==> src/core/i2cbc_consts.vh <==
/*
 constants for the two-wire bus controller: register indices, field positions,
 reset values and the base clock count. assumes a 32-bit apb slave where the
 byte address of each register is four times its index.
*/
// Notes on behaviour
// - mode field 00 port (outputs off), 01 synchronous, 10 two-wire, 11 reserved; the code drives the pads only in 10, and 01 acts as 00.
// - writing soft reset field 10 then 01 pulses an internal reset.
// - second control register is write-only; reads return the status register.
// - ack mode adds one clock after the word; transmitter releases data, receiver drives low.
// - without ack mode no acknowledge clock is generated or counted.
// - bit-count field sets the length of the next word.
// - bit-count clears to 000 on start; address word moves as 8 bits.
// - clock-select field sets the highest clock rate driven as master.
// - clock pulled low during our high phase restarts count, drive low.
// - release clock after low count; count high only once line is high.
// - slave compares received address with own address when format bit is 0.
// - role bit clears on stop detection or lost arbitration.
// - addressed slave takes direction from received read/write bit when format bit is 0; with format bit 1 it keeps its direction.
// - master after ack sets direction from sent read/write bit; stop/loss clears.
// - bus free and 1111 written to role/dir/state/pending starts and sends buffer.
// - bus busy and 1101 written starts stop generation.
// - busy flag sets on detected start, clears on detected stop.
// - word end clears pending and holds clock low; buffer access sets it.
// - rising clock compares line with own output; mismatch loses arbitration.
`ifndef I2CBC_CONSTS_VH
`define I2CBC_CONSTS_VH
`define I2CBC_IDX_CR1 10'h240
`define I2CBC_IDX_DBR 10'h241
`define I2CBC_IDX_OAR 10'h242
`define I2CBC_IDX_CR2 10'h243
`define I2CBC_CR2_MST 7
`define I2CBC_CR2_TRX 6
`define I2CBC_CR2_BB 5
`define I2CBC_CR2_PIN 4
`define I2CBC_CR2_MODE_HI 3
`define I2CBC_CR2_MODE_LO 2
`define I2CBC_CR2_SWRST_HI 1
`define I2CBC_CR2_SWRST_LO 0
`define I2CBC_CR1_BC_HI 7
`define I2CBC_CR1_BC_LO 5
`define I2CBC_CR1_ACK 4
`define I2CBC_CR1_SCK_HI 2
`define I2CBC_CR1_SCK_LO 0
`define I2CBC_OAR_SA_HI 7
`define I2CBC_OAR_SA_LO 1
`define I2CBC_OAR_ALS 0
`define I2CBC_MODE_PORT 2'h0
`define I2CBC_MODE_SIO 2'h1
`define I2CBC_MODE_I2C 2'h2
`define I2CBC_SWRST_ARM 2'h2
`define I2CBC_SWRST_FIRE 2'h1
`define I2CBC_CMD_START 4'hF
`define I2CBC_CMD_STOP 4'hD
`define I2CBC_CR1_RST 8'h00
`define I2CBC_OAR_RST 8'h00
`define I2CBC_DBR_RST 8'h00
`define I2CBC_HALF_BASE 12'h010
`endif

==> src/core/i2cbc_ctrl.v <==
/*
 two-wire bus master/slave controller with apb register access.
 assumes open-drain pads outside (oe high pulls the line low) and apb on clk_sys_i.
*/
// Decided for this implementation: the APB register port.
`timescale 1ns/1ps
`default_nettype none
`include "i2cbc_consts.vh"
module i2cbc_ctrl #(
    parameter [11:0] HALF_BASE = `I2CBC_HALF_BASE
) (
    input wire clk_sys_i,
    input wire rst_i,
    input wire psel_i,
    input wire penable_i,
    input wire pwrite_i,
    input wire [11:0] paddr_i,
    input wire [31:0] pwdata_i,
    output reg [31:0] prdata_o,
    output reg pready_o,
    output reg pslverr_o,
    input wire scl_i,
    output reg scl_o,
    output reg scl_oe_o,
    input wire sda_i,
    output reg sda_o,
    output reg sda_oe_o
);
    localparam [2:0] MS_IDLE = 3'd0;
    localparam [2:0] MS_START = 3'd1;
    localparam [2:0] MS_RUN = 3'd2;
    localparam [2:0] MS_STOP0 = 3'd3;
    localparam [2:0] MS_STOP1 = 3'd4;
    localparam [2:0] MS_STOP2 = 3'd5;
    localparam [1:0] G_LOW = 2'd0;
    localparam [1:0] G_WAIT = 2'd1;
    localparam [1:0] G_HIGH = 2'd2;

    function [3:0] word_len;
        input [2:0] bc;
        input ack;
        begin
            word_len = ((bc == 3'h0) ? 4'h8 : {1'b0, bc}) + {3'h0, ack};
        end
    endfunction

    function [11:0] half_len;
        input [2:0] sck;
        begin
            half_len = HALF_BASE << sck;
        end
    endfunction

    reg scl_s1_q, scl_s2_q, scl_s3_q, sda_s1_q, sda_s2_q, sda_s3_q;
    reg sreset_q;
    reg [7:0] cr1_q, oar_q, shift_q;
    reg mst_q, trx_q, bb_q, pin_q, al_q, aas_q, ad0_q, lrb_q;
    reg [1:0] mode_q, swrst_q, gen_q;
    reg [2:0] ms_q;
    reg [11:0] cnt_q;
    reg [3:0] bit_q;
    reg first_q, addr_rw_q;

    wire srst = rst_i | sreset_q;
    wire [9:0] idx = paddr_i[11:2];
    wire acc = psel_i & penable_i & pready_o;
    wire wr = acc & pwrite_i;
    wire rd = acc & ~pwrite_i;
    wire [7:0] wd = pwdata_i[7:0];
    wire wr_cr1 = wr & (idx == `I2CBC_IDX_CR1);
    wire wr_dbr = wr & (idx == `I2CBC_IDX_DBR);
    wire wr_oar = wr & (idx == `I2CBC_IDX_OAR);
    wire wr_cr2 = wr & (idx == `I2CBC_IDX_CR2);
    wire rd_dbr = rd & (idx == `I2CBC_IDX_DBR);
    wire i2c = (mode_q == `I2CBC_MODE_I2C);
    wire scl_rise = i2c & scl_s2_q & ~scl_s3_q;
    wire scl_fall = i2c & ~scl_s2_q & scl_s3_q;
    wire start_det = i2c & scl_s2_q & scl_s3_q & ~sda_s2_q & sda_s3_q;
    wire stop_det = i2c & scl_s2_q & scl_s3_q & sda_s2_q & ~sda_s3_q;
    wire ack_en = cr1_q[`I2CBC_CR1_ACK];
    wire [2:0] bc = cr1_q[`I2CBC_CR1_BC_HI:`I2CBC_CR1_BC_LO];
    wire [3:0] nbits = word_len(bc, 1'b0);
    wire [3:0] total = word_len(bc, ack_en);
    wire [11:0] half = half_len(cr1_q[`I2CBC_CR1_SCK_HI:`I2CBC_CR1_SCK_LO]);
    wire address_format_bit = oar_q[`I2CBC_OAR_ALS];
    wire gcall = (shift_q == 8'h00);
    wire match = ~address_format_bit & ((shift_q[7:1] == oar_q[`I2CBC_OAR_SA_HI:`I2CBC_OAR_SA_LO]) | gcall);
    wire addressed = first_q & ~mst_q & (match | address_format_bit);
    wire active = mst_q | aas_q | addressed;
    wire acking = mst_q ? ~trx_q : (aas_q ? ~trx_q : (first_q & match));
    wire buf_acc = wr_dbr | rd_dbr;
    wire start_req = wr_cr2 & (wd[7:4] == `I2CBC_CMD_START) & ~bb_q;
    wire stop_req = wr_cr2 & (wd[7:4] == `I2CBC_CMD_STOP) & bb_q;
    wire arb_lost = scl_rise & mst_q & trx_q & (bit_q < nbits) & ~sda_oe_o & ~sda_s2_q;
    wire done = scl_fall & (bit_q == total) & (bit_q != 4'h0);
    wire last_cnt = (cnt_q == half - 12'h001);

    always @(posedge clk_sys_i) begin
        if (rst_i) begin
            scl_s1_q <= 1'b1;
            scl_s2_q <= 1'b1;
            scl_s3_q <= 1'b1;
            sda_s1_q <= 1'b1;
            sda_s2_q <= 1'b1;
            sda_s3_q <= 1'b1;
        end else begin
            scl_s1_q <= scl_i;
            scl_s2_q <= scl_s1_q;
            scl_s3_q <= scl_s2_q;
            sda_s1_q <= sda_i;
            sda_s2_q <= sda_s1_q;
            sda_s3_q <= sda_s2_q;
        end
    end

    // apb: zero-wait, data prepared in the setup cycle
    always @(posedge clk_sys_i) begin
        if (rst_i) begin
            pready_o <= 1'b0;
            pslverr_o <= 1'b0;
            prdata_o <= 32'h0000_0000;
        end else begin
            pready_o <= psel_i & ~penable_i;
            pslverr_o <= 1'b0;
            prdata_o <= 32'h0000_0000;
            if (psel_i & ~penable_i) begin
                case (idx)
                    `I2CBC_IDX_CR1: prdata_o <= {24'h000000, cr1_q};
                    `I2CBC_IDX_DBR: prdata_o <= {24'h000000, shift_q};
                    `I2CBC_IDX_OAR: prdata_o <= {24'h000000, oar_q};
                    `I2CBC_IDX_CR2: begin
                        prdata_o <= {24'h000000, mst_q, trx_q, bb_q, pin_q,
                                     al_q, aas_q, ad0_q, lrb_q};
                    end
                    default: pslverr_o <= 1'b1;
                endcase
            end
        end
    end

    // soft reset pulse, one cycle wide; its own register is reset by the pin reset only
    always @(posedge clk_sys_i) begin
        if (rst_i) begin
            sreset_q <= 1'b0;
        end else begin
            sreset_q <= wr_cr2 & (swrst_q == `I2CBC_SWRST_ARM) &
                        (wd[1:0] == `I2CBC_SWRST_FIRE);
        end
    end

    always @(posedge clk_sys_i) begin
        if (srst) begin
            cr1_q <= `I2CBC_CR1_RST;
            oar_q <= `I2CBC_OAR_RST;
            shift_q <= `I2CBC_DBR_RST;
            mst_q <= 1'b0;
            trx_q <= 1'b0;
            bb_q <= 1'b0;
            pin_q <= 1'b1;
            al_q <= 1'b0;
            aas_q <= 1'b0;
            ad0_q <= 1'b0;
            lrb_q <= 1'b0;
            mode_q <= `I2CBC_MODE_PORT;
            swrst_q <= 2'h0;
            gen_q <= G_LOW;
            ms_q <= MS_IDLE;
            cnt_q <= 12'h000;
            bit_q <= 4'h0;
            first_q <= 1'b0;
            addr_rw_q <= 1'b0;
            scl_o <= 1'b0;
            sda_o <= 1'b0;
            scl_oe_o <= 1'b0;
            sda_oe_o <= 1'b0;
        end else begin
            // software side
            if (wr_cr1) begin
                cr1_q <= wd;
            end
            if (wr_oar) begin
                oar_q <= wd;
            end
            if (buf_acc) begin
                pin_q <= 1'b1;
                al_q <= 1'b0;
                aas_q <= 1'b0;
            end
            if (wr_dbr) begin
                shift_q <= wd;
                if (trx_q & scl_oe_o) begin
                    sda_oe_o <= ~wd[7];
                end
            end
            if (wr_cr2) begin
                mode_q <= wd[`I2CBC_CR2_MODE_HI:`I2CBC_CR2_MODE_LO];
                swrst_q <= wd[`I2CBC_CR2_SWRST_HI:`I2CBC_CR2_SWRST_LO];
                al_q <= 1'b0;
                if (wd[`I2CBC_CR2_PIN]) begin
                    pin_q <= 1'b1;
                end
                if (start_req) begin
                    mst_q <= 1'b1;
                    trx_q <= 1'b1;
                    addr_rw_q <= shift_q[0];
                    ms_q <= MS_START;
                    cnt_q <= 12'h000;
                end else if (stop_req) begin
                    ms_q <= MS_STOP0;
                    cnt_q <= 12'h000;
                end else if (ms_q == MS_IDLE || ms_q == MS_RUN) begin
                    mst_q <= wd[`I2CBC_CR2_MST];
                    trx_q <= wd[`I2CBC_CR2_TRX];
                end
            end
            // master sequencer and clock generator
            case (ms_q)
                MS_IDLE: begin
                    gen_q <= G_LOW;
                end
                MS_START: begin
                    if (!scl_s2_q) begin
                        cnt_q <= 12'h000;
                    end else if (last_cnt) begin
                        sda_oe_o <= 1'b1;
                        ms_q <= MS_RUN;
                        gen_q <= G_HIGH;
                        cnt_q <= 12'h000;
                    end else begin
                        cnt_q <= cnt_q + 12'h001;
                    end
                end
                MS_RUN: begin
                    case (gen_q)
                        G_LOW: begin
                            scl_oe_o <= 1'b1;
                            if (!pin_q) begin
                                cnt_q <= 12'h000;
                            end else if (last_cnt) begin
                                gen_q <= G_WAIT;
                                scl_oe_o <= 1'b0;
                                cnt_q <= 12'h000;
                            end else begin
                                cnt_q <= cnt_q + 12'h001;
                            end
                        end
                        G_WAIT: begin
                            if (scl_s2_q) begin
                                gen_q <= G_HIGH;
                                cnt_q <= 12'h000;
                            end
                        end
                        G_HIGH: begin
                            if (!scl_s2_q || last_cnt) begin
                                gen_q <= G_LOW;
                                scl_oe_o <= 1'b1;
                                cnt_q <= 12'h000;
                            end else begin
                                cnt_q <= cnt_q + 12'h001;
                            end
                        end
                        default: gen_q <= G_LOW;
                    endcase
                end
                MS_STOP0: begin
                    scl_oe_o <= 1'b1;
                    sda_oe_o <= 1'b1;
                    if (last_cnt) begin
                        ms_q <= MS_STOP1;
                        scl_oe_o <= 1'b0;
                        cnt_q <= 12'h000;
                    end else begin
                        cnt_q <= cnt_q + 12'h001;
                    end
                end
                MS_STOP1: begin
                    if (!scl_s2_q) begin
                        cnt_q <= 12'h000;
                    end else if (last_cnt) begin
                        ms_q <= MS_STOP2;
                        sda_oe_o <= 1'b0;
                    end else begin
                        cnt_q <= cnt_q + 12'h001;
                    end
                end
                MS_STOP2: begin
                    sda_oe_o <= 1'b0;
                end
                default: ms_q <= MS_IDLE;
            endcase
            // slave holds the clock while its word waits for software
            if (!mst_q) begin
                scl_oe_o <= i2c & ~pin_q & aas_q;
            end
            // bit engine
            if (scl_rise) begin
                lrb_q <= sda_s2_q;
                bit_q <= bit_q + 4'h1;
                if (bit_q < nbits) begin
                    shift_q <= {shift_q[6:0], sda_s2_q};
                end
            end
            if (scl_fall && ms_q != MS_STOP0) begin
                if (done) begin
                    bit_q <= 4'h0;
                    first_q <= 1'b0;
                    sda_oe_o <= 1'b0;
                    if (active) begin
                        pin_q <= 1'b0;
                        if (!mst_q) begin
                            scl_oe_o <= 1'b1;
                        end
                    end
                    if (first_q && mst_q && !lrb_q) begin
                        trx_q <= ~addr_rw_q;
                    end
                    if (addressed) begin
                        aas_q <= 1'b1;
                        trx_q <= address_format_bit ? trx_q : shift_q[0];
                        ad0_q <= match & gcall;
                    end
                end else if (bit_q < nbits) begin
                    sda_oe_o <= active & trx_q & ~shift_q[7];
                end else begin
                    sda_oe_o <= ack_en & acking;
                end
            end
            if (arb_lost) begin
                al_q <= 1'b1;
                mst_q <= 1'b0;
                trx_q <= 1'b0;
                ms_q <= MS_IDLE;
                sda_oe_o <= 1'b0;
                scl_oe_o <= 1'b0;
            end
            if (start_det) begin
                bb_q <= 1'b1;
                cr1_q[`I2CBC_CR1_BC_HI:`I2CBC_CR1_BC_LO] <= 3'h0;
                first_q <= 1'b1;
                bit_q <= 4'h0;
                aas_q <= 1'b0;
                ad0_q <= 1'b0;
            end
            if (stop_det) begin
                bb_q <= 1'b0;
                mst_q <= 1'b0;
                trx_q <= 1'b0;
                aas_q <= 1'b0;
                ad0_q <= 1'b0;
                first_q <= 1'b0;
                bit_q <= 4'h0;
                ms_q <= MS_IDLE;
                sda_oe_o <= 1'b0;
                scl_oe_o <= 1'b0;
            end
            // pads stay released outside two-wire mode
            if (!i2c) begin
                scl_oe_o <= 1'b0;
                sda_oe_o <= 1'b0;
                ms_q <= MS_IDLE;
            end
        end
    end
endmodule // i2cbc_ctrl
`default_nettype wire

==> config.mk <==
export PLATFORM = sky130hd
export DESIGN_NAME = i2cbc_ctrl
export DESIGN_NICKNAME = d
export VERILOG_FILES = /design/src/core/i2cbc_ctrl.v
export VERILOG_INCLUDE_DIRS = /design/src /design/src/core
export SDC_FILE = /design/constraint.sdc
export NUM_CORES = 1
export LEC_CHECK = 0
export ABC_CLOCK_PERIOD_IN_PS = 2700
export BUFFER_PORTS_ARGS = -buffer_cell sky130_fd_sc_hd__buf_4
export CAP_MARGIN = 20
export CELL_PAD_IN_SITES_DETAIL_PLACEMENT = 0
export CELL_PAD_IN_SITES_GLOBAL_PLACEMENT = 1
export CORE_MARGIN = 3
export CORE_UTILIZATION = 30
export DETAILED_ROUTE_END_ITERATION = 16
export MAX_ROUTING_LAYER = met4
export PLACE_DENSITY_LB_ADDON = 0.08
export SYNTH_ARGS = -nofsm -noshare
export SYNTH_HDL_FRONTEND = slang
export SYNTH_SLANG_ARGS = --single-unit
==> constraint.sdc <==
create_clock -name clk_sys_i -period 2.7 [get_ports clk_sys_i]
set_clock_uncertainty 0.1 [all_clocks]
set_input_delay 0.405 -clock clk_sys_i [delete_from_list [all_inputs] [get_ports clk_sys_i]]
set_output_delay 0.405 -clock clk_sys_i [all_outputs]
set_load 0.005 [all_outputs]
# [Word-level counts from Yosys, hierarchy flattened]
# Index checks and enable logic that the tools add are counted.
# W data, S select, Z words.
[totals] reg_bits=102 out_inout_bits=38 elab_cells=250 inputBits=51
[classes] n_lt_le_gt_ge=1 shift=1 eq_ne=28 mux=88 add_sub_neg=4 n_bitwise=66 n_reduce_logical=30
[ops] cell="$mux W12" n=10
[ops] cell="$mux W1" n=48
[ops] cell="$pmux W12 S4" n=1
[ops] cell="$and A1 B1 Y1" n=43
[ops] cell="$eq A10 B10 Y1 const B" n=4
[ops] cell="$pmux W12 S3" n=1
[ops] cell="$pmux W8 S4" n=1
[ops] cell="$mux W3" n=8
[ops] cell="$mux W8" n=3
[ops] cell="$not A1 Y1" n=17
[ops] cell="$mux W4" n=4
[ops] cell="$add A12 B1 Y12 const B" n=1
[ops] cell="$eq A12 B12 Y1" n=1
[ops] cell="$mux W2" n=6
[ops] cell="$ne A3 B3 Y1 const B" n=4
[ops] cell="$pmux W2 S3" n=2
[ops] cell="$pmux W3 S4" n=1
[ops] cell="$shl A5 B3 Y12 const A" n=1
[ops] cell="$sub A12 B1 Y12 const B" n=1
[ops] cell="$reduce_or A3 Y1" n=3
[ops] cell="$eq A4 B4 Y1 const B" n=2
[ops] cell="$logic_not A8 Y1" n=1
[ops] cell="$reduce_or A4 Y1" n=2
[ops] cell="$eq A7 B7 Y1" n=1
[ops] cell="other kinds (27)" n=52

# [Depth between registers and ports, before layout]
[depth] word_depth=13 ltp_mapped=11 mapped_depth_nobuf=9

# [Least setup slack after synthesis]
# No wires, ideal clock.
[synth_path] path_type="reg-to-reg" startpoint="register cr1_q[1]" endpoint="register cnt_q[11]" t_required_ns=2.477 arrival_ns=2.660 path_buffers=2 setup_time_ns=0.123 synth_period_minus_slack_ns=2.883 stages_incl_launch_ff=11 slack_ns=-0.183 cell_sequence="dfxtp_1 -> buf_2 -> or3_1 -> ha_1 -> xor2_1 -> nor4b_1 -> a21oi_2 -> nor4_4 -> nor2_1 -> buf_2 -> a221o_2"
[synth_between] elab_chain_len=7 elab_cells_between_ends=12 cone_classes="add/sub: 1; eq/ne: 1; shift: 1; mux: 8; reduce/logical: 1"
[synth_lines] element="start: declaration" line_no="i2cbc_ctrl.v:56" text="reg [7:0] cr1_q, oar_q, shift_q;"
[synth_lines] element="start signal: assignment" line_no="i2cbc_ctrl.v:153" text="cr1_q <= `I2CBC_CR1_RST;"
[synth_lines] element="start signal: assignment" line_no="i2cbc_ctrl.v:179" text="cr1_q <= wd;"
[synth_lines] element="$shl A5 B3 Y12 (*)" line_no="i2cbc_ctrl.v:50" text="half_len = HALF_BASE << sck;"
[synth_lines] element="$sub A12 B1 Y12 (*)" line_no="i2cbc_ctrl.v:96" text="wire last_cnt = (cnt_q == half - 12'h001);"
[synth_lines] element="$eq A12 B12 Y1 (*)" line_no="i2cbc_ctrl.v:96"
[synth_lines] element="$mux W12 / $logic_or A1 B1 Y1 (equally long branches)"
[synth_lines] element="$mux W12, on equally long branches" line_no="i2cbc_ctrl.v:237, i2cbc_ctrl.v:254"
[synth_lines] element="$pmux W12 S3" line_no="i2cbc_ctrl.v:234" text="case (gen_q)"
[synth_lines] element="$pmux W12 S4 (*)" line_no="i2cbc_ctrl.v:217" text="case (ms_q)"
[synth_lines] element="end signal: assignment" line_no="i2cbc_ctrl.v:230" text="cnt_q <= cnt_q + 12'h001;"
[synth_lines] element="end signal: assignment" line_no="i2cbc_ctrl.v:244" text="cnt_q <= cnt_q + 12'h001;"
[synth_lines] element="end signal: assignment" line_no="i2cbc_ctrl.v:273" text="cnt_q <= cnt_q + 12'h001;"
[synth_lines] element="end: declaration" line_no="i2cbc_ctrl.v:60" text="reg [11:0] cnt_q;"
# Mark *: on every way between the ends. The rest lies on a longest branch, timed or not.
# A chain may end at the register's enable or synchronous reset.

# [Worst setup path after layout]
[layout_path] startpoint="register cr1_q[0]" endpoint="register cnt_q[3]"
# Same word-level chain as after synthesis.

==> reports/qor.csv <==
metric,value,unit
rsz0062_at_grt,yes,
clockBufferDepth,2,
synthesis.area,4740,um2
power.density,461,nW/um2
drcViolationCount,0,
r2r-end,cnt_q[3],
ios,89,
dpl-instance-area,5280,um2
synth_top_flop_cell,dfxtp_1,
htreeDepth,3,
p_seq_share,44.1,%
critPathSlowestCell,or3_4,
drt-total-wl,13800,um
antenna_found_initial,0,
critPathCaptureType,register,
track_usage,16.4,%
finalNetCount,647,
path_class,reg2reg,
finalMaxSlewViolations,0,
ys_ff_latch,78,
hpwl,10300,um
final-hold-violation-count,0,
synthTopCellsByArea,"dfxtp_1, mux2i_1, nor2_1",
finalInstanceArea,5690,um2
holdPathStages,2,
worstPathArrival,2.75,ns
p_sw,0.000607,W
crit_end,cnt_q[3],
routabilityCongestion,0.775,
cts_tree,built,
p_sw_share,23.1,%
finalCriticalPeriod,2.62,ns
die_h,132,um
outcome,"complete, no violations",
min_path_type,in2reg,
crit_chain,or3_4 -> ha_4 -> xor2_2 -> nor4b_2 -> a21oi_2 -> nor4_4 -> buf_4 -> nor2_4 -> a221o_2,
drive_above_1_share,24.2,%
drt_iter0_drc,280,
cp_max_fo,12,
fmax,382,MHz
maxCapViolations,0,
period_share,96.9,%
reg2reg_depth,9,
ys_types,78,
cts_inserted_buffers,9,
clkTransAtPathRegs,0.07,ns
grt_pass1_wl,22000,um
fin_tns_setup,0,ns
critPathLaunch,cr1_q[0],
yosysTopAreaCell,dfxtp_1,
wl_per_cell,17.2,um
root_buffer,clkbuf_16,
slowest_delay,0.39,ns
required,2.83,ns
finalSetupViolCount,0,
first_pass_iters,4,
combPwrFrac,4.4,%
async_reset_ff_share,0,%
num_vias,4059,
start_util,30.9,%
syn_avg_cell_area,8.79,um2
n_fill_cell,1604,
yosysSeqAreaShare,33.0,%
synthCells,539,
worst_setup_path_start_kind,register,
area_growth,20.2,%
grt_max_degree,27,
timing.rr.start,cr1_q[0],
antenna_left,0,
grt_pass1_vias,3897,
vias_per_cell,5.05,
p_leak,2.21,nW
netlist.area_leader.share,33.0,%
synth_warnings,0,
tightest_slew,0.782,ns
clkPwrFrac,51.5,%
rrSetupSlack,0.08,ns
slew_headroom,47.8,%
num_rows,45,
synth_common_cells,"dfxtp_1, nor2_1, nand2_1",
ir_drop,0.000296,V
core,15300,um2
n_antenna_cell,0,
die_w,132,um
clk_latency,0.34,ns
yosysMostFrequentCell,dfxtp_1,
p_int,0.00202,W
hold_ws,0.147,ns
overflow,0,
dieArea,17300,um2
synth_edf_count,0,
port_buffers,36,
cts.sinks,78,
cell type report:
cell class | instances | area, um2 | area share, %
Tap cell | 211 | 264 | 4.64
Multi-Input combinational cell | 409 | 2940 | 51.6
Clock inverter | 6 | 93.8 | 1.65
Sequential cell | 78 | 1560 | 27.5
Inverter | 18 | 67.6 | 1.19
Clock buffer | 10 | 229 | 4.02
Timing Repair Buffer | 71 | 537 | 9.43
sequential cells by signal (all words and copies together), names as in the netlist, 3 cells and up:
register	count
oar_q	8
ms_q	3
shift_q	8
prdata_o	8
cr1_q	8
bit_q	4
cnt_q	12
how the worst min path moves through the flow:
stage | from | endpoint
floorplan | scl_s1_q | scl_s2_q
global placement | scl_s1_q | scl_s2_q
detailed placement | scl_s1_q | scl_s2_q
CTS | scl_i | scl_s1_q
global route | scl_i | scl_s1_q
finish | scl_i | scl_s1_q
cell families after synthesis:
family,after synthesis,synth area share (%)
muxes,39,10.4
AOI/OAI and AO/OA,103,16.1
xor gates and xnor gates,21,4.17
buffers and inverters,77,8.71
and+or+nand+nor,211,25.2
adders and majority gates,9,2.38
other,1,0.0791
DFF,78,33.0
metal layers:
| layer | vias to the layer above | track usage [%] | wire, um |
|---|---|---|---|
| met5 | - | - | 0 |
| met4 | 0 | 3.73 | 216 |
| met3 | 13 | 4.25 | 538 |
| met2 | 70 | 26.6 | 6780 |
| met1 | 1970 | 20.6 | 6260 |
| li1 | 2006 | - | - |
timing repair:
action | in CTS | in global routing
pin swaps | 1 | 2
resized for setup | 3 | 10
endpoints found under the hold margin | 0 | 0
setup buffers | 0 | 3
hold buffers | 0 | 0
endpoints found under the setup margin | 13 | 15
layout by cell type, fill, tap and decap left out, types with 8 or more instances in the layout:
cell / count
or2_2: 11
mux4_2: 8
o21ai_0: 15
dfxtp_1: 76
xnor2_1: 15
inv_1: 18
a211oi_1: 8
nor2_1: 53
nand3_1: 16
buf_4: 70
mux2i_1: 30
clkbuf_16: 9
a21oi_1: 24
nor3_1: 14
conb_1: 26
ha_1: 8
and3_1: 18
nand2_1: 33
worst max-delay path, delay by kind of cell, from the launching register on:
kind | cells | cell delay [ns]
AO/OA/AOI/OAI | 2 | 0.48
adder cells (fa/ha/maj) | 1 | 0.20
buffers and inverters | 1 | 0.18
XOR/XNOR | 1 | 0.19
flip-flops | 1 | 0.32
AND/OR/NAND/NOR | 4 | 1.04
through the flow:
| step | utilization [%] | cells | setup slack (ns) | power [W] |
|---|---|---|---|---|
| 2_1_floorplan | - | 564 | -0.0712 | 0.00127 |
| 3_3_place_gp | 34.5 | 784 | -0.0191 | 0.00130 |
| 3_5_place_dp | 34.5 | 784 | -0.0524 | 0.00130 |
| 4_1_cts | 36.7 | 800 | 0.0123 | 0.00266 |
| 5_1_grt | 37.2 | 803 | -0.0172 | 0.00272 |
| 6_report | 37.2 | 803 | 0.0830 | 0.00263 |
power by group through the flow:
stage / Sequential, W / Combinational [W] / Clock (W)
finish: 0.00116 / 0.000115 / 0.00135
global route: 0.00116 / 0.000125 / 0.00143
CTS: 0.00116 / 0.000116 / 0.00138
detailed placement: 0.00119 / 0.000115 / 0
global placement: 0.00119 / 0.000115 / 0
floorplan: 0.00118 / 0.0000834 / 0
No activity file was read; power rests on OpenSTA's default activity.
